==> src/pkg/cbp_cfg.svh <==
// Constants for the cache bus-priority and coherency block
`ifndef CBP_CFG_SVH
`define CBP_CFG_SVH
`define CBP_SREG_CORE_CFG 10'h3b3
`define CBP_CFG_RESET 32'h00000000
`define CBP_CFG_WMASK 32'h00f30f11
`define CBP_F_STORE_NO_ALLOC 23
`define CBP_F_DATA_PRIO_LOW 22
`define CBP_F_FETCH_PRIO_HI 21
`define CBP_F_FETCH_PRIO_LO 20
`define CBP_F_STORE_EXC_EN 17
`define CBP_F_LOAD_DEBUG 16
`define CBP_F_FETCH_NO_ALLOC 8
`define CBP_F_INFO_SEL 4
`define CBP_F_WAY_SEL 0
`define CBP_LINE_WORDS 8
`define CBP_LAST_BEAT 3'h7
`define CBP_PRIO_LOWEST 2'h0
`define CBP_PRIO_HIGHEST 2'h3
`endif

==> src/pkg/cbp_pkg.sv <==
// Types for the cache bus-priority and coherency block
package cbp_pkg;
   typedef logic [1:0] cbp_prio_t;
   typedef enum logic [3:0] {
      CBP_IDLE, CBP_LOOKUP, CBP_REREAD, CBP_WT_REQ, CBP_WT_WAIT, CBP_WB_RD,
      CBP_WB_REQ, CBP_WB_WAIT, CBP_FILL_REQ, CBP_FILL_WAIT, CBP_DONE
   } cbp_state_t;
endpackage : cbp_pkg

==> src/hw/cbp_line_mem.sv <==
// Single-port line data memory with registered read
`timescale 1ns/1ps
module cbp_line_mem #(
   parameter int AW = 7,
   parameter int DW = 32
) (
   input wire logic clk,
   input wire logic arst_n,
   input wire logic [AW-1:0] addr,
   input wire logic we,
   input wire logic [DW-1:0] wdata,
   output logic [DW-1:0] rdata_q
);
   logic [DW-1:0] mem [2**AW];

   always_ff @(posedge clk) begin
      if (we) begin
         mem[addr] <= wdata;
      end
   end

   always_ff @(posedge clk or negedge arst_n) begin
      if (!arst_n) begin
         rdata_q <= '0;
      end else begin
         rdata_q <= mem[addr];
      end
   end
endmodule : cbp_line_mem

==> src/hw/cbp_cache.sv <==
// Data cache master with core configuration register and fetch priority
`timescale 1ns/1ps
`include "cbp_cfg.svh"
module cbp_cache
   import cbp_pkg::*;
#(
   parameter int IW = 4
) (
   input wire logic clk,
   input wire logic arst_n,
   input wire logic [9:0] sreg_num,
   input wire logic sreg_priv,
   input wire logic sreg_wr,
   input wire logic sreg_rd,
   input wire logic [31:0] sreg_wdata,
   output logic [31:0] sreg_rdata_q,
   output logic priv_fault_q,
   output cbp_prio_t fetch_prio_q,
   output logic fetch_no_allocate_q,
   output logic user_attr_store_exception_enable_q,
   output logic cache_info_select_q,
   output logic cache_way_select_q,
   input wire logic cpu_req,
   input wire logic cpu_we,
   input wire logic cpu_flush,
   input wire logic cpu_wt,
   input wire logic [31:0] cpu_addr,
   input wire logic [31:0] cpu_wdata,
   output logic cpu_ready_q,
   output logic [31:0] cpu_rdata_q,
   output logic busy_q,
   output logic bus_req_q,
   output cbp_prio_t bus_prio_q,
   output logic bus_we_q,
   output logic [31:0] bus_addr_q,
   output logic [31:0] bus_wdata_q,
   input wire logic bus_ack,
   input wire logic [31:0] bus_rdata
);
   localparam int SETS = 2**IW;
   localparam int TW = 32 - IW - 5;

   cbp_state_t state_q;
   logic [31:0] cfg_q;
   logic [31:0] addr_q;
   logic [31:0] wdata_q;
   logic we_q;
   logic wt_q;
   logic flush_q;
   logic [2:0] beat_q;
   logic [TW-1:0] tag_q [SETS];
   logic [SETS-1:0] valid_q;
   logic [SETS-1:0] dirty_q;
   logic [IW+2:0] mem_addr;
   logic mem_we;
   logic [31:0] mem_wdata;
   logic [31:0] mem_rdata;

   // Byte address of one word beat of a line
   function automatic logic [31:0] line_addr(input logic [TW-1:0] t,
                                             input logic [IW-1:0] i,
                                             input logic [2:0] w);
      line_addr = {t, i, w, 2'b00};
   endfunction : line_addr

   wire [IW-1:0] idx = addr_q[IW+4:5];
   wire [2:0] word = addr_q[4:2];
   wire [TW-1:0] tag = addr_q[31:IW+5];
   wire [IW-1:0] cpu_idx = cpu_addr[IW+4:5];
   wire [2:0] cpu_word = cpu_addr[4:2];
   wire hit = valid_q[idx] && (tag_q[idx] == tag);
   wire victim_dirty = valid_q[idx] && dirty_q[idx];
   wire last_beat = (beat_q == `CBP_LAST_BEAT);
   wire no_alloc_store = wt_q || cfg_q[`CBP_F_STORE_NO_ALLOC];
   wire sreg_hit = (sreg_num == `CBP_SREG_CORE_CFG);
   wire sreg_ok = sreg_hit && sreg_priv;
   wire [31:0] cfg_next = (cfg_q & ~`CBP_CFG_WMASK) | (sreg_wdata & `CBP_CFG_WMASK);
   wire [31:0] fill_word = (we_q && beat_q == word) ? wdata_q : bus_rdata;
   // Processor-owned high bit is raised while a dirty victim drains
   wire data_prio_hi = (state_q == CBP_WB_RD);
   wire cbp_prio_t data_prio = {data_prio_hi, cfg_q[`CBP_F_DATA_PRIO_LOW]};

   // Data array port steering
   always_comb begin
      mem_addr = {idx, word};
      mem_we = 1'b0;
      mem_wdata = wdata_q;
      unique case (state_q)
         CBP_IDLE: begin
            mem_addr = {cpu_idx, cpu_word};
         end
         CBP_LOOKUP: begin
            mem_we = !flush_q && we_q && hit;
         end
         CBP_WB_RD: begin
            mem_addr = {idx, beat_q};
         end
         CBP_FILL_WAIT: begin
            // Each acknowledged beat lands in the array
            mem_addr = {idx, beat_q};
            mem_we = bus_ack;
            mem_wdata = fill_word;
         end
         default: begin
         end
      endcase
   end

   cbp_line_mem #(
      .AW(IW + 3),
      .DW(32)
   ) u_mem (
      .clk(clk),
      .arst_n(arst_n),
      .addr(mem_addr),
      .we(mem_we),
      .wdata(mem_wdata),
      .rdata_q(mem_rdata)
   );

   // Core configuration register, privileged access only
   always_ff @(posedge clk or negedge arst_n) begin
      if (!arst_n) begin
         cfg_q <= `CBP_CFG_RESET;
         sreg_rdata_q <= '0;
         priv_fault_q <= 1'b0;
      end else begin
         sreg_rdata_q <= (sreg_rd && sreg_ok) ? cfg_q : '0;
         priv_fault_q <= sreg_hit && !sreg_priv && (sreg_rd || sreg_wr);
         if (sreg_wr && sreg_ok) begin
            cfg_q <= cfg_next;
         end
      end
   end

   // Field outputs follow the register one cycle later
   always_ff @(posedge clk or negedge arst_n) begin
      if (!arst_n) begin
         fetch_prio_q <= `CBP_PRIO_LOWEST;
         fetch_no_allocate_q <= 1'b0;
         user_attr_store_exception_enable_q <= 1'b0;
         cache_info_select_q <= 1'b0;
         cache_way_select_q <= 1'b0;
         busy_q <= 1'b0;
      end else begin
         fetch_prio_q <= cfg_q[`CBP_F_FETCH_PRIO_HI:`CBP_F_FETCH_PRIO_LO];
         fetch_no_allocate_q <= cfg_q[`CBP_F_FETCH_NO_ALLOC];
         user_attr_store_exception_enable_q <= cfg_q[`CBP_F_STORE_EXC_EN];
         cache_info_select_q <= cfg_q[`CBP_F_INFO_SEL];
         cache_way_select_q <= cfg_q[`CBP_F_WAY_SEL];
         busy_q <= bus_req_q || (state_q != CBP_IDLE && state_q != CBP_DONE);
      end
   end

   // Tag, valid and dirty state per line
   always_ff @(posedge clk or negedge arst_n) begin
      if (!arst_n) begin
         valid_q <= '0;
         dirty_q <= '0;
         for (int i = 0; i < SETS; i++) begin
            tag_q[i] <= '0;
         end
      end else begin
         unique case (state_q)
            CBP_LOOKUP: begin
               if (flush_q && hit && !dirty_q[idx]) begin
                  valid_q[idx] <= 1'b0;
               end else if (!flush_q && hit && we_q && !wt_q) begin
                  dirty_q[idx] <= 1'b1;
               end
            end
            CBP_WB_WAIT: begin
               if (bus_ack && last_beat) begin
                  dirty_q[idx] <= 1'b0;
                  valid_q[idx] <= !flush_q;
               end
            end
            CBP_FILL_WAIT: begin
               if (bus_ack && last_beat) begin
                  tag_q[idx] <= tag;
                  valid_q[idx] <= 1'b1;
                  dirty_q[idx] <= we_q;
               end
            end
            default: begin
            end
         endcase
      end
   end

   // Request sequencer; no snoop path exists for other masters
   always_ff @(posedge clk or negedge arst_n) begin
      if (!arst_n) begin
         state_q <= CBP_IDLE;
         addr_q <= '0;
         wdata_q <= '0;
         we_q <= 1'b0;
         wt_q <= 1'b0;
         flush_q <= 1'b0;
         beat_q <= '0;
         cpu_ready_q <= 1'b0;
         cpu_rdata_q <= '0;
         bus_req_q <= 1'b0;
         bus_prio_q <= `CBP_PRIO_LOWEST;
         bus_we_q <= 1'b0;
         bus_addr_q <= '0;
         bus_wdata_q <= '0;
      end else begin
         cpu_ready_q <= 1'b0;
         unique case (state_q)
            CBP_IDLE: begin
               if (cpu_req) begin
                  addr_q <= cpu_addr;
                  wdata_q <= cpu_wdata;
                  we_q <= cpu_we;
                  wt_q <= cpu_wt;
                  flush_q <= cpu_flush;
                  state_q <= CBP_LOOKUP;
               end
            end
            CBP_LOOKUP: begin
               beat_q <= '0;
               if (flush_q) begin
                  state_q <= (hit && dirty_q[idx]) ? CBP_WB_RD : CBP_DONE;
               end else if (hit) begin
                  cpu_rdata_q <= mem_rdata;
                  state_q <= (we_q && wt_q) ? CBP_WT_REQ : CBP_DONE;
               end else if (we_q && no_alloc_store) begin
                  state_q <= CBP_WT_REQ;
               end else if (victim_dirty) begin
                  state_q <= CBP_WB_RD;
               end else begin
                  state_q <= CBP_FILL_REQ;
               end
            end
            CBP_REREAD: begin
               state_q <= CBP_LOOKUP;
            end
            CBP_WT_REQ: begin
               bus_req_q <= 1'b1;
               bus_we_q <= 1'b1;
               bus_prio_q <= data_prio;
               bus_addr_q <= {addr_q[31:2], 2'b00};
               bus_wdata_q <= wdata_q;
               state_q <= CBP_WT_WAIT;
            end
            CBP_WT_WAIT: begin
               if (bus_ack) begin
                  bus_req_q <= 1'b0;
                  state_q <= CBP_DONE;
               end
            end
            CBP_WB_RD: begin
               bus_prio_q <= data_prio;
               state_q <= CBP_WB_REQ;
            end
            CBP_WB_REQ: begin
               bus_req_q <= 1'b1;
               bus_we_q <= 1'b1;
               bus_addr_q <= line_addr(tag_q[idx], idx, beat_q);
               bus_wdata_q <= mem_rdata;
               state_q <= CBP_WB_WAIT;
            end
            CBP_WB_WAIT: begin
               if (bus_ack) begin
                  bus_req_q <= 1'b0;
                  beat_q <= beat_q + 3'h1;
                  if (!last_beat) begin
                     state_q <= CBP_WB_RD;
                  end else begin
                     state_q <= flush_q ? CBP_DONE : CBP_FILL_REQ;
                  end
               end
            end
            CBP_FILL_REQ: begin
               // One single-word request per beat
               bus_req_q <= 1'b1;
               bus_we_q <= 1'b0;
               bus_prio_q <= data_prio;
               bus_addr_q <= line_addr(tag, idx, beat_q);
               state_q <= CBP_FILL_WAIT;
            end
            CBP_FILL_WAIT: begin
               if (bus_ack) begin
                  bus_req_q <= 1'b0;
                  beat_q <= beat_q + 3'h1;
                  if (!last_beat) begin
                     state_q <= CBP_FILL_REQ;
                  end else begin
                     state_q <= we_q ? CBP_DONE : CBP_REREAD;
                  end
               end
            end
            CBP_DONE: begin
               cpu_ready_q <= 1'b1;
               state_q <= CBP_IDLE;
            end
         endcase
      end
   end
endmodule : cbp_cache

==> config.mk <==
export PLATFORM = sky130hd
export DESIGN_NAME = cbp_cache
export DESIGN_NICKNAME = d
export VERILOG_FILES = /design/src/pkg/cbp_pkg.sv /design/src/hw/cbp_line_mem.sv /design/src/hw/cbp_cache.sv
export VERILOG_INCLUDE_DIRS = /design/src /design/src/pkg
export SDC_FILE = /design/constraint.sdc
export NUM_CORES = 2
export LEC_CHECK = 0
export ABC_AREA = 1
export BUFFER_PORTS_ARGS = -buffer_cell sky130_fd_sc_hd__buf_2
export CORE_ASPECT_RATIO = 1.2
export CORE_MARGIN = 2
export CORE_UTILIZATION = 30
export DETAILED_ROUTE_END_ITERATION = 16
export PLACE_DENSITY = 0.41
export SETUP_SLACK_MARGIN = 0.02
export SYNTH_ARGS = -nofsm -noshare
export SYNTH_HDL_FRONTEND = slang
export SYNTH_SLANG_ARGS = --single-unit
==> constraint.sdc <==
create_clock -name clk -period 17.8 [get_ports clk]
set_clock_uncertainty 0.1 [all_clocks]
set_input_delay 0.89 -clock clk [delete_from_list [all_inputs] [get_ports clk]]
set_output_delay 0.89 -clock clk [all_outputs]
set_load 0.01 [all_outputs]
==> impl_metrics.json <==
{
  "r2r-end": "u_mem.mem[54][19]",
  "clockRootBuffer": "clkbuf_16",
  "synthArstFlopShare_pct": 13.4,
  "fin_hold_ws_ps": 126,
  "ir_worst_vdd_v": 0.000191,
  "min_delay_path_depth": 3,
  "clockBufferDepth": 4,
  "final-hold-violation-count": 0,
  "synth_cells": 14682,
  "synth_mux_area_share_pct": 0.278,
  "r2r_setup_slack_ps": 10020,
  "postLayoutCoreUtil_pct": 35.1,
  "initial_utilization_pct": 30.1,
  "drtIter0Drc": 12869,
  "cts_sinks": 4731,
  "drive_gt1_share_pct": 10.6,
  "synth.area.top_cells": "edfxtp_1, nand2_1, dfrtp_1",
  "wl_met1_um": 295000,
  "wl_per_cell_um": 29.2,
  "synth_top_family_by_area": "simple AND/OR/NAND/NOR gates",
  "yosysUniqueCellTypes": 52,
  "final_nets": 15345,
  "via_per_inst": 4.96,
  "cts_tree": "yes",
  "grt_util_all_layers_pct": 21.9,
  "crit_fanout": 62,
  "r2r_cells": 25,
  "period_share_pct": 43.7,
  "grt_pass1_vias": 112444,
  "drv_slew": 0,
  "gp_congestion": 0.819,
  "die_w_um": 716,
  "tightest_slew_ps": 1440,
  "ys_seq_area_share_pct": 76.1,
  "rsz0062_at_grt": "false",
  "first_pass_iters": 7,
  "grt_pass1_wl_um": 945000,
  "r2r-start": "addr_q[5]",
  "ys_seq_elements": 4731,
  "netlist.area_leader.share_pct": 67.4,
  "drt_wl_total_um": 692000,
  "fin_area_um2": 212000,
  "synth-compound-area-share_pct": 4.72,
  "io_buffers": 244,
  "min-delay-start": "cpu_addr[17]",
  "core_area_um2": 605000,
  "vias": 117301,
  "synth.cell_area_um2": 182000,
  "drc": 0,
  "synth_fa_ha_area_share_pct": 0.0137,
  "rows": 313,
  "crit_path_start_kind": "flop",
  "outcome": "completed",
  "synth-simple-area-share_pct": 16.2,
  "min_period_ps": 7780,
  "synth_xor_xnor_area_share_pct": 0,
  "clock_latency_ps": 1070,
  "placed_cell_area_um2": 196000,
  "max-cap-violations": 0,
  "p_per_area_nw_per_um2": 182,
  "maxUsedRoutingLayer": "met5",
  "syn_area_per_cell_um2": 12.4,
  "fp.dieH_um": 858,
  "antenna_found_initial": 56,
  "crit_path_end_kind": "flop",
  "cts.repair.resized": 0,
  "synthFlopType": "edfxtp_1",
  "hold_path.class": "input port to flop",
  "fmax_mhz": 129,
  "grt_remaining_overflow": 0,
  "grt_max_degree": 129,
  "yosysWarnings": 0,
  "cp-startpoint": "addr_q[5]",
  "wl_met3_um": 41300,
  "place_hpwl_um": 396000,
  "required_ps": 18410,
  "wl_met2_um": 330000,
  "synth_edf_count": 4096,
  "hold_path_end": "addr_q[17]",
  "die_area_um2": 614000,
  "cts_buffers": 483,
  "io_pins": 289,
  "tns_ps": 0,
  "synth.most_common_cell": "nand2_1",
  "drtAntennaViolNets": 0,
  "synth_common_cells": "nand2_1, edfxtp_1, o21ai_0, nand4_1, dfrtp_1",
  "h-tree-depth": 5,
  "clkTransAtPathRegs_ps": 60,
  "setup_viol_count_final": 0,
  "totalPowerFinal_mw": 38.7,
  "p_leak_nw": 74.0,
  "cp.arrival_ps": 8380,
  "path_class": "flop to flop",
  "synth_top_cell_by_area": "edfxtp_1",
  "slew-limit-headroom_pct": 3.70,
  "area_growth_pct": 16.3
}
logic make-up after synthesis:
kind of cell	Yosys count
AND/OR/NAND/NOR	7270
flip-flops	4731
AO/OA/AOI/OAI	1492
buffers and inverters	1141
multiplexers	45
adder cells (fa/ha/maj)	2
other	1
flip-flops by register name, summed over array words and instances (netlist names), 2 cells and up:
signal         cells
wdata_q           32
valid_q           16
tag_q            368
bus_addr_q        30
addr_q            30
bus_prio_q         2
cfg_q             12
bus_wdata_q       32
u_mem.mem       4096
fetch_prio_q       2
beat_q             3
cpu_rdata_q       32
sreg_rdata_q      12
u_mem.rdata_q     32
state_q            4
dirty_q           16
layer usage:
layer / track usage (%) / vias up
met5: 0 / -
met4: 7.40 / 4
met3: 2.69 / 790
met2: 36.7 / 3768
met1: 29.5 / 60098
li1: - / 52641
placed cells by master, fill, tap and decap left out, types with 99 or more instances in the layout:
cell type	netlist	routed
buf_4	35	396
nor2_4	0	133
edfxtp_1	4096	4096
o2111ai_1	102	102
buf_2	295	243
nand2_1	5701	5676
a22o_1	111	111
clkinv_1	18	132
o21ai_0	949	915
clkbuf_16	0	486
inv_1	365	364
dfrtp_1	635	633
clkinv_2	0	99
a21oi_1	203	171
nand4_1	815	815
nor2_1	571	422
nand3_1	132	131
clkbuf_1	348	103
worst max-delay path, stage by stage (launching register included):
cell and delay, ps:
dfrtp_4 660, inv_4 610, buf_4 580, buf_4 800, nand2_1 110, nand2_1 100, nand2_1 50, nand3_1 90
nand2_1 50, nand2_1 110, inv_1 40, nand2_1 160, nand2_1 70, nand2_1 60, nand2_1 50, nor2_1 100
nand2_1 90, nor2_1 360, nand2_1 120, nor2_2 140, nand2_2 110, o22ai_4 580, nand2_4 440, buf_4 430
nor2_4 620, buf_4 500
through the flow:
step,cells,worst slack [ps]
2_1_floorplan,14703,11730
3_3_place_gp,22670,9890
3_5_place_dp,22671,9980
4_1_cts,23638,9940
5_1_grt,23641,9600
6_report,23673,10020
how the worst max path moves through the flow:
stage,endpoint,slack (ps),cells past startpoint
2_1_floorplan,u_mem.mem[0][10],11730,7
3_3_place_gp,u_mem.mem[11][13],9890,25
5_1_grt,u_mem.mem[15][9],9600,25
4_1_cts,u_mem.mem[76][27],9940,23
6_report,u_mem.mem[54][19],10020,25
3_5_place_dp,u_mem.rdata_q[28],9980,19
area by class of cell:
type | instances | area [um2]
antenna | 35 | 87.6
fill | 59988 | 393000
tap | 8032 | 10000
multi-input combinational | 8831 | 40400
sequential | 4731 | 139000
timing repair buffer | 752 | 5740
clock buffer | 600 | 12700
inverter | 396 | 1540
clock inverter | 296 | 2810
where the power goes:
part | total, mW | internal, mW | switching [mW]
clock network | 10.2 | 5.69 | 4.51
registers | 14.4 | 14.2 | 0.183
logic | 14.1 | 2.57 | 11.6
total | 38.7 | 22.5 | 16.3
what timing repair did:
action,CTS,global route
setup buffers,0,0
endpoints found under the setup margin,0,0
endpoints found under the hold margin,170,0
hold buffers,71,0
(Power assumes the default switching activity.)
